===== config.mk =====
export PLATFORM = sky130hd
export DESIGN_NAME = cscr_regs
export DESIGN_NICKNAME = d
export VERILOG_FILES = /design/src/core/cscr_pkg.sv /design/src/core/cscr_ref_clamp.sv /design/src/core/cscr_regs.sv
export SDC_FILE = /design/constraint.sdc
export NUM_CORES = 1
export LEC_CHECK = 0
export ABC_AREA = 1
export BUFFER_PORTS_ARGS = -buffer_cell sky130_fd_sc_hd__buf_2
export CAP_MARGIN = 10
export CORE_UTILIZATION = 48
export DETAILED_ROUTE_END_ITERATION = 12
export GPL_TIMING_DRIVEN = 0
export HOLD_SLACK_MARGIN = 0.12
export PLACE_DENSITY = 0.75
export SYNTH_ARGS = -nofsm -noshare
export SYNTH_HDL_FRONTEND = slang
export SYNTH_SLANG_ARGS = --single-unit

===== constraint.sdc =====
create_clock -name sys_clk -period 1.5 [get_ports sys_clk]
set_input_delay 0.15 -clock sys_clk [delete_from_list [all_inputs] [get_ports sys_clk]]
set_output_delay 0.15 -clock sys_clk [all_outputs]
set_load 0.02 [all_outputs]

===== src/core/cscr_pkg.sv =====
// Purpose: shared constants for the converter status and control register bank
// Assumes: 8-bit register port, byte offsets as seen by the serial host
// Notes: offsets, field positions, reset values and decode limits live here; assertions and the bench repeat some as literals
package cscr_pkg;
    // register offsets
    localparam logic [7:0] STATUS_FLAGS_OFS = 8'h10;
    localparam logic [7:0] FLAG_MASKS_OFS = 8'h11;
    localparam logic [7:0] LOOP_CONTROL_OFS = 8'h12;
    localparam logic [7:0] REFERENCE_LEVEL_OFS = 8'h13;

    // status and mask bit positions
    localparam int OVERCURRENT_BIT = 0;
    localparam int THERMAL_TRIP_BIT = 1;
    localparam int OUTPUT_SHORT_BIT = 2;
    localparam int OVERVOLTAGE_BIT = 3;
    localparam int IN_RANGE_BIT = 4;
    localparam int STATUS_BITS = 5;

    // loop_control field positions
    localparam int COMP_LSB = 5;
    localparam int RATE_LSB = 3;
    localparam int CURRENT_LIMIT_SEL_LSB = 0;

    // values after reset or shutdown
    localparam logic [7:0] STATUS_FLAGS_RST = 8'h00;
    localparam logic [7:0] FLAG_MASKS_RST = 8'h0F;
    localparam logic [2:0] COMP_SEL_RST = 3'h2;
    localparam logic [1:0] SWITCH_RATE_RST = 2'h2;
    localparam logic [2:0] CURRENT_LIMIT_RST = 3'h0;
    localparam logic [7:0] LOOP_CONTROL_RST = {COMP_SEL_RST, SWITCH_RATE_RST, CURRENT_LIMIT_RST};
    localparam logic [7:0] REFERENCE_LEVEL_RST = 8'h44;
    localparam logic [7:0] UNMAPPED_READ = 8'h00;

    // reference decode limits: linear span between these codes, clamped outside
    localparam logic [7:0] REF_CODE_LOW = 8'h3D;
    localparam logic [7:0] REF_CODE_HIGH = 8'hCC;
    localparam int REF_STEP_UV = 4900;
    localparam int REF_LOW_MV = 299;
    localparam int REF_HIGH_MV = 1000;

    // synchroniser depth for pin inputs
    localparam int SYNC_STAGES = 2;
endpackage


===== src/core/cscr_ref_clamp.sv =====
// Purpose: decode the reference code into an effective clamped code and step index
// Assumes: purely combinational, registered by the caller
// Notes: codes below the linear span act as its lowest code, above as its highest
`timescale 1ns/1ns
module cscr_ref_clamp (
    // raw field
    input wire logic [7:0] ref_code,
    // decoded level
    output logic [7:0] eff_code,
    output logic [7:0] step_index
);
    // clamp into the linear span, then count steps above its floor
    always_comb begin
        if (ref_code < cscr_pkg::REF_CODE_LOW) begin
            eff_code = cscr_pkg::REF_CODE_LOW;
        end else if (ref_code > cscr_pkg::REF_CODE_HIGH) begin
            eff_code = cscr_pkg::REF_CODE_HIGH;
        end else begin
            eff_code = ref_code;
        end
        step_index = eff_code - cscr_pkg::REF_CODE_LOW;
    end
endmodule


===== src/core/cscr_regs.sv =====
// Purpose: status, mask and control registers of the buck-boost converter
// Assumes: serial engine presents decoded reads and writes on sys_clk
// Notes: fault and level inputs come from analog pins and are synchronised first
`timescale 1ns/1ns

// Functional notes
// - status bits 7 to 5 read zero
// - status bit 4 shows output in range
// - status bit 3 latches overvoltage detection
// - status bit 2 latches hard-short shutoff
// - status bit 1 latches thermal shutoff
// - status bit 0 latches overcurrent shutoff
// - mask bit 4 hides in-range, resets zero
// - mask bits 3..0 hide faults, reset one
// - loop bits 7:5 compensation, default 010
// - loop bits 4:3 switch rate, default 10
// - loop bits 2:0 current limit, default 000
// - codes 00..3C clamp to lowest level
// - codes CD..FF clamp high, reset 44
// - shutdown conditions restore all defaults
module cscr_regs (
    // clock and reset
    input wire logic sys_clk,
    input wire logic rst_b,
    // register port from the serial engine
    input wire logic [7:0] reg_addr,
    input wire logic reg_wr,
    input wire logic [7:0] reg_wdata,
    input wire logic reg_rd,
    output logic [7:0] reg_rdata,
    // analog status pins
    input wire logic output_in_range,
    input wire logic overvoltage_det,
    input wire logic output_short_det,
    input wire logic thermal_trip_det,
    input wire logic overcurrent_det,
    // shutdown condition pins
    input wire logic io_supply_valid,
    input wire logic input_below_lockout,
    input wire logic enable_in,
    // settings toward the regulator
    output logic [2:0] comp_sel,
    output logic [1:0] switch_rate_sel,
    output logic [2:0] current_limit_sel,
    output logic [7:0] ref_eff_code,
    output logic [7:0] ref_step_index,
    // open-drain alert pin
    output logic alert_pin_o,
    output logic alert_pin_oe
);
    typedef struct packed {
        logic [4:0] stat_meta;
        logic [4:0] stat_sync;
        logic [2:0] sd_meta;
        logic [2:0] sd_sync;
        logic [4:0] flags;
        logic [4:0] masks;
        logic [7:0] loop_ctl;
        logic [7:0] ref_lvl;
        logic [7:0] ref_eff;
        logic [7:0] ref_step;
        logic [7:0] rdata;
        logic alert_oe;
    } cscr_state_s;

    cscr_state_s st_ff;
    cscr_state_s nxt_st;

    logic [4:0] stat_pins;
    logic [2:0] sd_pins;
    logic shutdown;
    logic [7:0] status_word;
    logic [7:0] dec_eff;
    logic [7:0] dec_step;

    // gather pins in status bit order
    assign stat_pins = {output_in_range, overvoltage_det, output_short_det, thermal_trip_det, overcurrent_det};
    assign sd_pins = {io_supply_valid, input_below_lockout, enable_in};

    // any synchronised shutdown condition returns the bank to defaults
    assign shutdown = !st_ff.sd_sync[2] || st_ff.sd_sync[1] || !st_ff.sd_sync[0];

    // status word as seen by the host, upper bits tied low
    assign status_word = {3'h0, st_ff.flags};

    // reference decoder on the stored code
    cscr_ref_clamp u_ref_clamp (
        .ref_code(st_ff.ref_lvl),
        .eff_code(dec_eff),
        .step_index(dec_step)
    );

    // read mux over the four mapped offsets
    // unmapped offsets read as zero so a stray pointer never shows stale data
    function automatic logic [7:0] read_mux(input logic [7:0] addr, input cscr_state_s s,
                                            input logic [7:0] stat);
        case (addr)
            cscr_pkg::STATUS_FLAGS_OFS: read_mux = stat;
            cscr_pkg::FLAG_MASKS_OFS: read_mux = {3'h0, s.masks};
            cscr_pkg::LOOP_CONTROL_OFS: read_mux = s.loop_ctl;
            cscr_pkg::REFERENCE_LEVEL_OFS: read_mux = s.ref_lvl;
            default: read_mux = cscr_pkg::UNMAPPED_READ;
        endcase
    endfunction

    // next-state logic for the whole bank
    always_comb begin
        nxt_st = st_ff;
        // two-stage synchronisers, first stage feeds only the second
        nxt_st.stat_meta = stat_pins;
        nxt_st.stat_sync = st_ff.stat_meta;
        nxt_st.sd_meta = sd_pins;
        nxt_st.sd_sync = st_ff.sd_meta;
        // in-range bit follows the level, fault bits latch until shutdown
        nxt_st.flags[cscr_pkg::IN_RANGE_BIT] = st_ff.stat_sync[cscr_pkg::IN_RANGE_BIT];
        nxt_st.flags[cscr_pkg::OVERVOLTAGE_BIT] = st_ff.flags[cscr_pkg::OVERVOLTAGE_BIT]
            | st_ff.stat_sync[cscr_pkg::OVERVOLTAGE_BIT];
        nxt_st.flags[cscr_pkg::OUTPUT_SHORT_BIT] = st_ff.flags[cscr_pkg::OUTPUT_SHORT_BIT]
            | st_ff.stat_sync[cscr_pkg::OUTPUT_SHORT_BIT];
        nxt_st.flags[cscr_pkg::THERMAL_TRIP_BIT] = st_ff.flags[cscr_pkg::THERMAL_TRIP_BIT]
            | st_ff.stat_sync[cscr_pkg::THERMAL_TRIP_BIT];
        nxt_st.flags[cscr_pkg::OVERCURRENT_BIT] = st_ff.flags[cscr_pkg::OVERCURRENT_BIT]
            | st_ff.stat_sync[cscr_pkg::OVERCURRENT_BIT];
        // host writes; the status offset has no write path at all
        if (reg_wr) begin
            case (reg_addr)
                cscr_pkg::FLAG_MASKS_OFS: nxt_st.masks = reg_wdata[4:0];
                cscr_pkg::LOOP_CONTROL_OFS: nxt_st.loop_ctl = reg_wdata;
                cscr_pkg::REFERENCE_LEVEL_OFS: nxt_st.ref_lvl = reg_wdata;
                default: nxt_st.masks = st_ff.masks;
            endcase
        end
        // registered read data, held until the next read
        if (reg_rd) begin
            nxt_st.rdata = read_mux(reg_addr, st_ff, status_word);
        end
        // decoded reference level toward the regulator
        nxt_st.ref_eff = dec_eff;
        nxt_st.ref_step = dec_step;
        // alert pulls low while any unmasked status bit is active
        nxt_st.alert_oe = |(st_ff.flags & ~st_ff.masks);
        // shutdown overrides every configuration and latched flag
        // it sits last so it beats a write or a fault arriving in the same cycle
        if (shutdown) begin
            nxt_st.flags = cscr_pkg::STATUS_FLAGS_RST[4:0];
            nxt_st.masks = cscr_pkg::FLAG_MASKS_RST[4:0];
            nxt_st.loop_ctl = cscr_pkg::LOOP_CONTROL_RST;
            nxt_st.ref_lvl = cscr_pkg::REFERENCE_LEVEL_RST;
        end
    end

    // state register with synchronous active-low reset
    always_ff @(posedge sys_clk) begin
        if (!rst_b) begin
            // synchronisers start powered: supply valid, no lockout, enabled
            st_ff <= '{stat_meta: 5'h00, stat_sync: 5'h00, sd_meta: 3'h5, sd_sync: 3'h5,
                       flags: cscr_pkg::STATUS_FLAGS_RST[4:0], masks: cscr_pkg::FLAG_MASKS_RST[4:0],
                       loop_ctl: cscr_pkg::LOOP_CONTROL_RST, ref_lvl: cscr_pkg::REFERENCE_LEVEL_RST,
                       ref_eff: cscr_pkg::REFERENCE_LEVEL_RST,
                       ref_step: cscr_pkg::REFERENCE_LEVEL_RST - cscr_pkg::REF_CODE_LOW,
                       rdata: cscr_pkg::UNMAPPED_READ, alert_oe: 1'b0};
        end else begin
            st_ff <= nxt_st;
        end
    end

    // outputs straight from state flops
    assign reg_rdata = st_ff.rdata;
    assign comp_sel = st_ff.loop_ctl[cscr_pkg::COMP_LSB +: 3];
    assign switch_rate_sel = st_ff.loop_ctl[cscr_pkg::RATE_LSB +: 2];
    assign current_limit_sel = st_ff.loop_ctl[cscr_pkg::CURRENT_LIMIT_SEL_LSB +: 3];
    assign ref_eff_code = st_ff.ref_eff;
    assign ref_step_index = st_ff.ref_step;
    assign alert_pin_o = st_ff.rdata[7] & 1'b0; // open drain only ever pulls low
    assign alert_pin_oe = st_ff.alert_oe;

    // reading the status register never shows the reserved bits set
    AST_RSVD_ZERO: assert property (@(posedge sys_clk) disable iff (!rst_b)
        reg_rd && reg_addr == cscr_pkg::STATUS_FLAGS_OFS |=> reg_rdata[7:5] == 3'h0)
        else $error("status reserved bits read nonzero");

    // in-range bit trails the synchronised level by one edge
    AST_IN_RANGE: assert property (@(posedge sys_clk) disable iff (!rst_b)
        !shutdown |=> st_ff.flags[4] == $past(st_ff.stat_sync[4]))
        else $error("in-range bit does not follow its input");

    // overvoltage flag stays set until shutdown
    AST_OVP_HOLD: assert property (@(posedge sys_clk) disable iff (!rst_b)
        st_ff.flags[3] && !shutdown |=> st_ff.flags[3])
        else $error("overvoltage flag dropped without shutdown");

    // a short held at the pin shows in the status word within three edges
    AST_SHORT_SET: assert property (@(posedge sys_clk) disable iff (!rst_b)
        output_short_det [*3] ##0 !shutdown [*3] |=> st_ff.flags[2])
        else $error("hard short not latched");

    // thermal flag sets one edge after its synchronised input
    AST_THERMAL_SET: assert property (@(posedge sys_clk) disable iff (!rst_b)
        st_ff.stat_sync[1] && !shutdown |=> st_ff.flags[1])
        else $error("thermal flag not latched");

    // overcurrent flag only rises from a synchronised overcurrent
    AST_OC_CAUSE: assert property (@(posedge sys_clk) disable iff (!rst_b)
        $rose(st_ff.flags[0]) |-> $past(st_ff.stat_sync[0]))
        else $error("overcurrent flag set without cause");

    // shutdown restores masks and loop settings on the next edge
    AST_SHUTDOWN_DEFAULTS: assert property (@(posedge sys_clk) disable iff (!rst_b)
        shutdown |=> st_ff.masks == 5'h0F && st_ff.loop_ctl == 8'h50 && st_ff.ref_lvl == 8'h44
        && st_ff.flags == 5'h00)
        else $error("shutdown did not restore defaults");

    // a mask write lands one edge later
    AST_MASK_WRITE: assert property (@(posedge sys_clk) disable iff (!rst_b)
        reg_wr && reg_addr == cscr_pkg::FLAG_MASKS_OFS && !shutdown |=> st_ff.masks == $past(reg_wdata[4:0]))
        else $error("mask write lost");

    // a loop write reaches the three select outputs together
    AST_LOOP_WRITE: assert property (@(posedge sys_clk) disable iff (!rst_b)
        reg_wr && reg_addr == cscr_pkg::LOOP_CONTROL_OFS && !shutdown
        |=> {comp_sel, switch_rate_sel, current_limit_sel} == $past(reg_wdata))
        else $error("loop control write lost");

    // effective reference code always lies inside the linear span
    AST_REF_CLAMP: assert property (@(posedge sys_clk) disable iff (!rst_b)
        ##1 (ref_eff_code >= 8'h3D && ref_eff_code <= 8'hCC && ref_step_index <= 8'h8F))
        else $error("reference code outside clamp range");

    // a write at the status offset leaves every fault flag as the inputs make it
    AST_STATUS_RO: assert property (@(posedge sys_clk) disable iff (!rst_b)
        reg_wr && reg_addr == cscr_pkg::STATUS_FLAGS_OFS && !shutdown
        |=> st_ff.flags[3:0] == ($past(st_ff.flags[3:0]) | $past(st_ff.stat_sync[3:0])))
        else $error("status register changed by a write");

    // alert pin drive follows the unmasked status one edge later
    AST_ALERT: assert property (@(posedge sys_clk) disable iff (!rst_b)
        ##1 alert_pin_oe == $past(|(st_ff.flags & ~st_ff.masks)))
        else $error("alert pin does not match unmasked status");

    // a code inside the linear span reaches the regulator unchanged two edges later
    AST_REF_LINEAR: assert property (@(posedge sys_clk) disable iff (!rst_b)
        reg_wr && reg_addr == cscr_pkg::REFERENCE_LEVEL_OFS && !shutdown
        && reg_wdata >= cscr_pkg::REF_CODE_LOW && reg_wdata <= cscr_pkg::REF_CODE_HIGH
        |=> ##1 ref_eff_code == $past(reg_wdata, 2))
        else $error("reference code inside the span was altered");

    // a code below the span acts as its lowest code
    AST_REF_LOW: assert property (@(posedge sys_clk) disable iff (!rst_b)
        reg_wr && reg_addr == cscr_pkg::REFERENCE_LEVEL_OFS && !shutdown && reg_wdata < cscr_pkg::REF_CODE_LOW
        |=> ##1 ref_eff_code == cscr_pkg::REF_CODE_LOW && ref_step_index == 8'h00)
        else $error("low reference code not clamped");

    // a code above the span acts as its highest code
    AST_REF_HIGH: assert property (@(posedge sys_clk) disable iff (!rst_b)
        reg_wr && reg_addr == cscr_pkg::REFERENCE_LEVEL_OFS && !shutdown
        && reg_wdata > cscr_pkg::REF_CODE_HIGH
        |=> ##1 ref_eff_code == cscr_pkg::REF_CODE_HIGH && ref_step_index == 8'h8F)
        else $error("high reference code not clamped");

    // step index counts steps above the floor of the span
    AST_REF_STEP: assert property (@(posedge sys_clk) disable iff (!rst_b)
        ref_step_index == ref_eff_code - cscr_pkg::REF_CODE_LOW)
        else $error("reference step index inconsistent");

    // unmasked in-range status drives the alert pin on the next edge
    AST_IN_RANGE_MASK: assert property (@(posedge sys_clk) disable iff (!rst_b)
        st_ff.flags[cscr_pkg::IN_RANGE_BIT] && !st_ff.masks[cscr_pkg::IN_RANGE_BIT] |=> alert_pin_oe)
        else $error("unmasked in-range status not reported");

    // fully masked status leaves the alert pin released
    AST_MASKED_QUIET: assert property (@(posedge sys_clk) disable iff (!rst_b)
        (st_ff.flags & ~st_ff.masks) == 5'h00 |=> !alert_pin_oe)
        else $error("masked status still drives the alert pin");

    // shutdown puts the compensation, rate and limit selects back to defaults
    AST_LOOP_DEFAULTS: assert property (@(posedge sys_clk) disable iff (!rst_b)
        shutdown |=> comp_sel == cscr_pkg::COMP_SEL_RST && switch_rate_sel == cscr_pkg::SWITCH_RATE_RST
        && current_limit_sel == cscr_pkg::CURRENT_LIMIT_RST)
        else $error("loop selects not restored by shutdown");

    // a current limit written while powered reaches its select output
    AST_CURRENT_LIMIT_SEL_WRITE: assert property (@(posedge sys_clk) disable iff (!rst_b)
        reg_wr && reg_addr == cscr_pkg::LOOP_CONTROL_OFS && !shutdown
        |=> current_limit_sel == $past(reg_wdata[2:0]))
        else $error("current limit write lost");

    // writes at the status offset or any unmapped offset leave the settings alone
    AST_WRITE_IGNORED: assert property (@(posedge sys_clk) disable iff (!rst_b)
        reg_wr && reg_addr != cscr_pkg::FLAG_MASKS_OFS && reg_addr != cscr_pkg::LOOP_CONTROL_OFS
        && reg_addr != cscr_pkg::REFERENCE_LEVEL_OFS && !shutdown
        |=> $stable(st_ff.masks) && $stable(st_ff.loop_ctl) && $stable(st_ff.ref_lvl))
        else $error("write to a read-only offset changed a setting");

    // mask reads return the stored mask with reserved bits low
    AST_MASK_READ: assert property (@(posedge sys_clk) disable iff (!rst_b)
        reg_rd && reg_addr == cscr_pkg::FLAG_MASKS_OFS |=> reg_rdata == {3'h0, $past(st_ff.masks)})
        else $error("mask read data wrong");
endmodule


Word level (Yosys, flattened, before mapping). Cells that the tools add are included.

Reductions and logical operators: 9. Bitwise gates (word level): 7. Add/sub/neg operators: 1. Equal/unequal tests: 4. Muxes and demuxes: 3. Magnitude comparators: 2.

Operators by type and width (number): == test 8 x 5 -> 1 bit (second input constant) (4); one-hot mux 8 bit (4 select lines) (1); 2-to-1 mux 8 bit (2); > comparator 8 bit (second input constant) (1); < comparator 8 x 6 -> 1 bit (second input constant) (1); subtractor 8 x 6 -> 8 bit (second input constant) (1); AND reduction 2 bit (3); AND 5 bit (1); inverter 5 bit (1); OR reduction 5 bit (1); OR 1 bit (4); zero test 1 bit (2); logical OR 1 bit (2); OR reduction 2 bit (1); inverter 1 bit (1).

Input port bits: 28. Output and inout port bits: 34. Flip-flop bits (word level): 67. Logic and storage cells: 38.

Depth between registers and ports, before layout. Gate-level depths: netlist of run 1.

Depth after elaboration: 4. Gate-level depth with buffers: 15. Mapped depth without buffers: 15.

Modules after synthesis. A second synthesis of run 1 with hierarchy kept.

Cells, all modules: 395. Area total of the unflattened synthesis: 2977.9 µm².

By module, submodules not included: cscr_regs (sequential area each 1341.3 µm², area an instance 2692.6 µm², cells each 340, times used 1); cscr_ref_clamp (sequential area each 0.0 µm², area an instance 285.3 µm², cells each 55, times used 1).

Least setup slack after synthesis of run 1. OpenSTA, ideal clock, no wires.

Kind: reg2reg. Start point: register st_ff[26] in the netlist's numbering. End point: register st_ff (netlist bit ref_step_index[6]). Buffers on the path: 0. Setup slack: -0.040 ns. Required time: 1.384 ns. Cell stages (with the launch flop): 16. Arrival: 1.423 ns. Library setup time: 0.116 ns. Period minus slack after synthesis: 1.540 ns. Path through: dfxtp_1 -> inv_1 -> nand2_1 -> nand2_1 -> nand2_1 -> nand2_1 -> nand2_1 -> nand2_1 -> inv_1 -> ha_1 -> inv_1 -> nand2_1 -> inv_1 -> nand2_1 -> nor2_1 -> a21oi_1.

Word-level cells in the longest chain between the ends: 4. Elaborated cells between the ends (all ways): 5. Those cells by class: add/sub (1); order compare (2); mux (2).

RTL lines: from (decl) (RTL line cscr_regs.sv:66) `cscr_state_s st_ff;`; from (signal assigned) (RTL line cscr_regs.sv:156) `st_ff <= '{stat_meta: 5'h00, stat_sync: 5'h00, sd_meta: 3'h5, sd_sync: 3'h5,`; from (signal assigned) (RTL line cscr_regs.sv:163) `st_ff <= nxt_st;`; > comparator 8 bit (RTL line cscr_ref_clamp.sv:16) `end else if (ref_code > cscr_pkg::REF_CODE_HIGH) begin`; 2-to-1 mux 8 bit (RTL line cscr_ref_clamp.sv:16); 2-to-1 mux 8 bit (*) (RTL line cscr_ref_clamp.sv:14) `if (ref_code < cscr_pkg::REF_CODE_LOW) begin`; subtractor 8 x 6 -> 8 bit (*) (RTL line cscr_ref_clamp.sv:21) `step_index = eff_code - cscr_pkg::REF_CODE_LOW;`.

Mark *: on every way between the ends. The rest lies on a longest branch, timed or not. A chain may end at the register's enable or synchronous reset.

Worst setup path in the final report of run 1.
Start point: register st_ff[30] in the netlist's numbering. End point: register st_ff (netlist bit ref_step_index[6]).

The elaborated chain is that of the path after synthesis.

==> impl_metrics.json, run 1 <==
{
  "finalCritPeriodShare_pct": 104,
  "cp.depth": 12,
  "clock_sinks": 67,
  "p_leak_nw": 1.86,
  "switchingPower_uw": 740,
  "yosys_warnings": 0,
  "cp-start-kind": "flip-flop",
  "cts_tree": "yes",
  "grt_pass1_wl_mm": 10.7,
  "drcViolationCount": 0,
  "sw_frac_of_total_pct": 21.2,
  "ir_drop_mv": 0.617,
  "path_cells": "nand2_1 > inv_1 > nand3_2 > nand2_4 > nand3_2 > ha_4 > inv_2 > nand2_2 > inv_4 > nand2_4 > nor2_2 > a21oi_1",
  "synth_edf_count": 0,
  "drive_above_1_share_pct": 36.7,
  "cellPowerDensity_mw_per_mm2": 924,
  "critPathMaxFanout": 7,
  "yosysMostFrequentCell": "nand2_1",
  "area_delta_synth_final_pct": 31.4,
  "r2r_slack_ns": -0.06,
  "worst_slew_pin_slew_ns": 0.596,
  "yosys.area.top_type_share_pct": 46.8,
  "portBuffers": 59,
  "synth.distinct_cells": 29,
  "numPlacedInstances": 497,
  "initial_core_util_pct": 50.8,
  "violations": "setup timing",
  "min_to": "reg_rdata[7]",
  "layout.cells.non_filler": 538,
  "fp.dieArea_mm2": 0.00629,
  "worst_ep_required_time_ns": 1.72,
  "synthTopCellsByArea": "dfxtp_1 (47%), nand2_1 (9.8%), buf_4 (8.9%)",
  "diodes": 0,
  "fillers": 492,
  "ys_ff_latch": 67,
  "slowest_stage": "dfxtp_2",
  "ff2ff_path_depth": 12,
  "clockBufferDepth": 2,
  "via_per_inst": 4.79,
  "setup_viol": 2,
  "whs_path_depth": 3,
  "synth_ff_type": "dfxtp_1",
  "synth_area_mm2": 0.00287,
  "slowest_delay_ns": 0.36,
  "dp_hpwl_mm": 4.43,
  "multiInputGateArea_mm2": 0.00110,
  "max_freq_mhz": 642,
  "fin_nets": 491,
  "reg2reg_from": "st_ff[30]",
  "hold_start": "reg_rd",
  "grt_remaining_overflow": 0,
  "endpoint_kind": "flip-flop",
  "seq_area_frac_synth_pct": 46.8,
  "crit_family": "simple AND/OR/NAND/NOR gates",
  "clock-root-buffer": "clkbuf_8",
  "seq_area_mm2": 0.00135,
  "grt_pass1_vias": 2389,
  "critPathArrivalTime_ns": 1.78,
  "gp_congestion": 0.916,
  "drtAntennaViolNets": 0,
  "ios": 62,
  "yosys.area.top_type": "dfxtp_1",
  "clk_pin_slew_ns": 0.07,
  "numCtsBuffers": 9,
  "placementRows": 27,
  "postSynthCellCount": 366,
  "worst_clock_skew_ns": 0.00910,
  "slew_headroom_pct": 60.3,
  "fp.dieH_um": 79.3,
  "worst_hold_path_type": "primary input to flip-flop",
  "vias": 2577,
  "crit_type": "flip-flop to flip-flop",
  "comb_power_share_pct": 6.2,
  "h-tree-depth": 3,
  "finalCriticalPeriod_ns": 1.56,
  "drv_slew": 0,
  "insertion_delay_ns": 0.34,
  "drt-total-wl_mm": 6.27,
  "p_int_mw": 2.74,
  "hold_violations": 0,
  "first_iter_violations": 146,
  "grt_start_max_net_pins": 11,
  "seqPwrFrac_pct": 52.0,
  "core_area_mm2": 0.00564,
  "rsz0062_at_grt": "true",
  "antenna_found_initial": 0,
  "holdWs_ns": 0.170,
  "status": "finished with violations",
  "ys_top_cells_by_count": "nand2_1 (75), dfxtp_1 (67), inv_1 (49)",
  "fin_util_pct": 66.8,
  "async_reset_ff_share_pct": 0,
  "synth.avg_cell_area_um2": 7.84,
  "pwr-share-clk_pct": 41.8,
  "wire_per_inst_um": 11.6,
  "r2r-end": "ref_step_index[6]",
  "drt_pass1_iterations": 4,
  "track_usage_pct": 22.4,
  "fin_ws_ns": -0.0571,
  "syn_nets": 395,
  "maxCapViolCount": 0,
  "fp.dieW_um": 79.3,
  "crit_buf_inv": 3,
  "dp_slack_ns": -0.227
}
worst min-delay path, cell delays in order:
cell	delay, ns
clkbuf_1	0.16
nand2_1	0.10
a21oi_1	0.05
metrics by stage:
stage / total power, mW / cell area, um^2 / setup TNS, ns
floorplan: 1.95 / 2870 / 0
global placement: 2.03 / 3260 / -0.468
detailed placement: 2.03 / 3260 / -0.680
CTS: 3.51 / 3710 / -0.0149
global route: 3.64 / 3770 / -0.602
finish: 3.48 / 3770 / -0.0802
metal layers:
layer,wire length [um],GRT usage [%],vias up
met5,0,0,-
met4,171,11.8,0
met3,285,3.79,16
met2,3080,37.3,85
met1,2730,27.5,1164
li1,-,-,1312
what timing repair did:
| item | CTS | global route |
|---|---|---|
| hold endpoints to repair | 23 | 0 |
| cloned | 0 | 0 |
| setup endpoints to repair | 13 | 6 |
| pin swaps | 4 | 8 |
| resized for setup | 24 | 10 |
| hold buffers | 16 | 0 |
| buffers inserted | 8 | 2 |
power groups by stage:
| stage | combinational, mW | sequential [mW] | clock, mW |
|---|---|---|---|
| floorplan | 0.102 | 1.85 | 0 |
| CTS | 0.212 | 1.81 | 1.48 |
| detailed placement | 0.178 | 1.85 | 0 |
| global route | 0.241 | 1.81 | 1.58 |
| finish | 0.215 | 1.81 | 1.46 |
| global placement | 0.174 | 1.85 | 0 |
cell type report:
cell class                      count  area share, %
Buffer                             42           8.00
Inverter                           53           5.38
Sequential cell                    67           35.9
Multi-Input combinational cell    204           29.1
Timing Repair Buffer               85           14.1
Clock inverter                      2          0.930
Clock buffer                       13           4.22
Tap cell                           72           2.39
registers in the layout (all words and copies together) (netlist names):
name               cells
reg_rdata              8
nxt_st                 8
current_limit_sel      3
alert_pin_oe           1
ref_step_index         8
ref_eff_code           8
comp_sel               3
st_ff                 26
switch_rate_sel        2
logic make-up (layout without fill, tap and decap cells):
family / Yosys count / in the layout / synth area share (%)
AOI/OAI and AO/OA: 58 / 58 / 10.8
adders and majority gates: 1 / 1 / 0.436
buffers and inverters: 95 / 195 / 17.5
DFF: 67 / 67 / 46.8
other: 1 / 1 / 0.131
and+or+nand+nor: 144 / 144 / 24.3
worst max path at each step:
stage	start	to	slack [ns]
floorplan	st_ff[26]	ref_step_index[6]	0.007
global placement	st_ff[26]	ref_step_index[6]	-0.20
detailed placement	st_ff[26]	ref_step_index[6]	-0.23
CTS	st_ff[26]	ref_step_index[6]	-0.01
global route	st_ff[26]	ref_step_index[6]	-0.14
finish	st_ff[30]	ref_step_index[6]	-0.06
placed cells by master (no fill, tap or decap), drive strengths merged:
| master | synthesis | routed |
|---|---|---|
| dlygate4sd3 | 0 | 16 |
| a22oi | 1 | 1 |
| inv | 52 | 52 |
| bufinv | 0 | 1 |
| o22ai | 5 | 5 |
| a21oi | 30 | 30 |
| o31ai | 1 | 1 |
| nor3 | 6 | 6 |
| dfxtp | 67 | 67 |
| nand4 | 3 | 3 |
| ha | 1 | 1 |
| o21ai | 21 | 21 |
| conb | 1 | 1 |
| clkinv | 1 | 2 |
| nor2 | 21 | 21 |
| or2 | 4 | 4 |
| buf | 37 | 106 |
| nand3 | 31 | 31 |
| clkbuf | 5 | 18 |
| nand2 | 78 | 78 |
| nand3b | 1 | 1 |
Note: power is estimated with default switching activity, not from simulation.
==> run 2, diff against run 1 <==
Settings changed: CELL_PAD_IN_SITES_DETAIL_PLACEMENT set to 1, CELL_PAD_IN_SITES_GLOBAL_PLACEMENT set to 1, CORE_MARGIN set to 5, CORE_UTILIZATION 48 to 35, PLACE_DENSITY 0.75 to unset, PLACE_DENSITY_LB_ADDON set to 0.1.
==> run 2 against run 1 <==
  * The flow still finishes with violations (setup timing)
  * First-iteration DRC count decreased by 58%
  * Setup slack improved by 0.013 ns
  * Via count increased by 1.3%
  * Power increased by 5.8%
  * Combinational power increased by 3%
  * Global-route usage decreased by 6.8 points
  * Die area increased by 61%
  * Critical endpoint unchanged
  * Largest power group unchanged
==> impl_metrics.json, run 2 (synthesized netlist as in run 1, its figures left out) <==
{
  "drive_above_1_share_pct": 39.2,
  "seqPwrFrac_pct": 49.1,
  "maxCapViolCount": 0,
  "area_delta_synth_final_pct": 38.1,
  "p_int_mw": 2.86,
  "final_common_cell": "nand2_1",
  "drtAntennaViolNets": 0,
  "comb_power_share_pct": 6.0,
  "gp_congestion": 0.784,
  "via_per_inst": 4.51,
  "wire_per_inst_um": 13.2,
  "cellPowerDensity_mw_per_mm2": 931,
  "finalCritPeriodShare_pct": 103,
  "worst_hold_path_type": "primary input to flip-flop",
  "fin_nets": 499,
  "diodes": 0,
  "most-common-layout-cells": "nand2_1 (64), buf_2 (60), dfxtp_1 (59), buf_4 (52), inv_1 (42)",
  "fp.dieW_um": 101,
  "cp-start-kind": "flip-flop",
  "dp_hpwl_mm": 5.54,
  "portBuffers": 59,
  "numCtsBuffers": 9,
  "worst_clock_skew_ns": 0.0124,
  "seq_area_mm2": 0.00136,
  "grt_pass1_wl_mm": 12.3,
  "clk_pin_slew_ns": 0.08,
  "track_usage_pct": 15.6,
  "pwr-share-clk_pct": 44.9,
  "clock_sinks": 67,
  "status": "finished with violations",
  "drcViolationCount": 0,
  "antenna_found_initial": 0,
  "regMostFlops": "st_ff",
  "grt_start_max_net_pins": 12,
  "violations": "setup timing",
  "h-tree-depth": 3,
  "worst_slew_pin_slew_ns": 0.603,
  "vias": 2611,
  "dp_slack_ns": -0.275,
  "crit_buf_inv": 3,
  "crit_family": "simple AND/OR/NAND/NOR gates",
  "core_area_mm2": 0.00809,
  "rsz0062_at_grt": "true",
  "finalCriticalPeriod_ns": 1.54,
  "ir_drop_mv": 0.408,
  "drt_pass1_iterations": 4,
  "grt_pass1_vias": 2719,
  "first_iter_violations": 61,
  "drt-total-wl_mm": 7.62,
  "numPlacedInstances": 530,
  "worst_ep_required_time_ns": 1.73,
  "drv_slew": 0,
  "path_cells": "nand2_1 > inv_1 > nand3_2 > nand2_4 > nand3_4 > ha_4 > inv_2 > nand2_2 > inv_2 > nand2_2 > nor2_1 > a21oi_1",
  "switchingPower_uw": 827,
  "crit_type": "flip-flop to flip-flop",
  "fin_ws_ns": -0.0440,
  "fillers": 1024,
  "fp.dieH_um": 101,
  "critPathMaxFanout": 5,
  "cts_tree": "yes",
  "endpoint_kind": "flip-flop",
  "grt_remaining_overflow": 0,
  "multiInputGateArea_mm2": 0.00116,
  "p_leak_nw": 1.91,
  "max_freq_mhz": 648,
  "ios": 62,
  "critPathArrivalTime_ns": 1.78,
  "slew_headroom_pct": 59.8,
  "slowest_stage": "dfxtp_2",
  "sw_frac_of_total_pct": 22.4,
  "clockBufferDepth": 2,
  "finalSetupTns_ns": -0.0694,
  "clock-root-buffer": "clkbuf_8",
  "largest_reg_flops": 26,
  "insertion_delay_ns": 0.35,
  "layout.cells.non_filler": 579,
  "placementRows": 33,
  "fp.dieArea_mm2": 0.0101,
  "initial_core_util_pct": 35.4,
  "hold_violations": 0,
  "slowest_delay_ns": 0.36,
  "setup_viol": 2
}
-- run 2: final timing paths --
| check | start | slack, ns | end | cells after the start |
|---|---|---|---|---|
| worst min register to register | nxt_st[53] | 0.42 | st_ff[53] | 1 |
| worst min-delay path | reg_rd | 0.17 | reg_rdata[7] | 3 |
| worst max register to register | st_ff[30] | -0.04 | ref_step_index[6] | 12 |
| worst max-delay path | st_ff[30] | -0.04 | ref_step_index[6] | 12 |
-- run 2: power groups by stage --
stage / logic, mW / clock network, mW / registers, mW
CTS: 0.221 / 1.68 / 1.81
detailed placement: 0.186 / 0 / 1.85
global placement: 0.182 / 0 / 1.85
finish: 0.222 / 1.66 / 1.81
floorplan: 0.102 / 0 / 1.85
global route: 0.250 / 1.77 / 1.81
-- run 2: stage by stage --
stage | area (um^2) | utilization (%) | hold slack (ns) | power [mW]
2_1_floorplan | 2870 | - | 0.248 | 1.95
3_3_place_gp | 3300 | 40.7 | 0.330 | 2.03
3_5_place_dp | 3300 | 40.7 | 0.338 | 2.04
4_1_cts | 3830 | 47.4 | 0.177 | 3.71
5_1_grt | 3960 | 48.9 | 0.212 | 3.83
6_report | 3960 | 48.9 | 0.171 | 3.69
-- run 2: worst reg2reg max path: stages, from the launching register on --
cell and delay [ns]:
dfxtp_2 0.36, nand2_1 0.07, inv_1 0.08, nand3_2 0.12, nand2_4 0.13, nand3_4 0.10
ha_4 0.17, inv_2 0.06, nand2_2 0.06, inv_2 0.10, nand2_2 0.07, nor2_1 0.09
a21oi_1 0.04
-- run 2: layout make-up --
type / count / area share (%)
Timing Repair Buffer: 93 / 14.9
Multi-Input combinational cell: 204 / 29.3
Tap cell: 105 / 3.32
Clock inverter: 5 / 1.96
Clock buffer: 10 / 3.47
Inverter: 53 / 5.18
Buffer: 42 / 7.61
Sequential cell: 67 / 34.2
-- run 2: metal layers --
layer | vias up | global-route usage, % | part of all wire, %
li1 | 1336 | - | -
met1 | 1220 | 18.6 | 45
met2 | 47 | 27.0 | 50
met3 | 8 | 3.60 | 4.3
met4 | 0 | 6.53 | 1.6
met5 | - | 0 | 0
-- run 2: repair_timing --
action                                  CTS  global route
resized for setup                        27            23
pin swaps                                 5            12
buffers inserted                         13             5
hold buffers                             16             0
hold endpoints to repair                 24             0
endpoints found under the setup margin   13            10
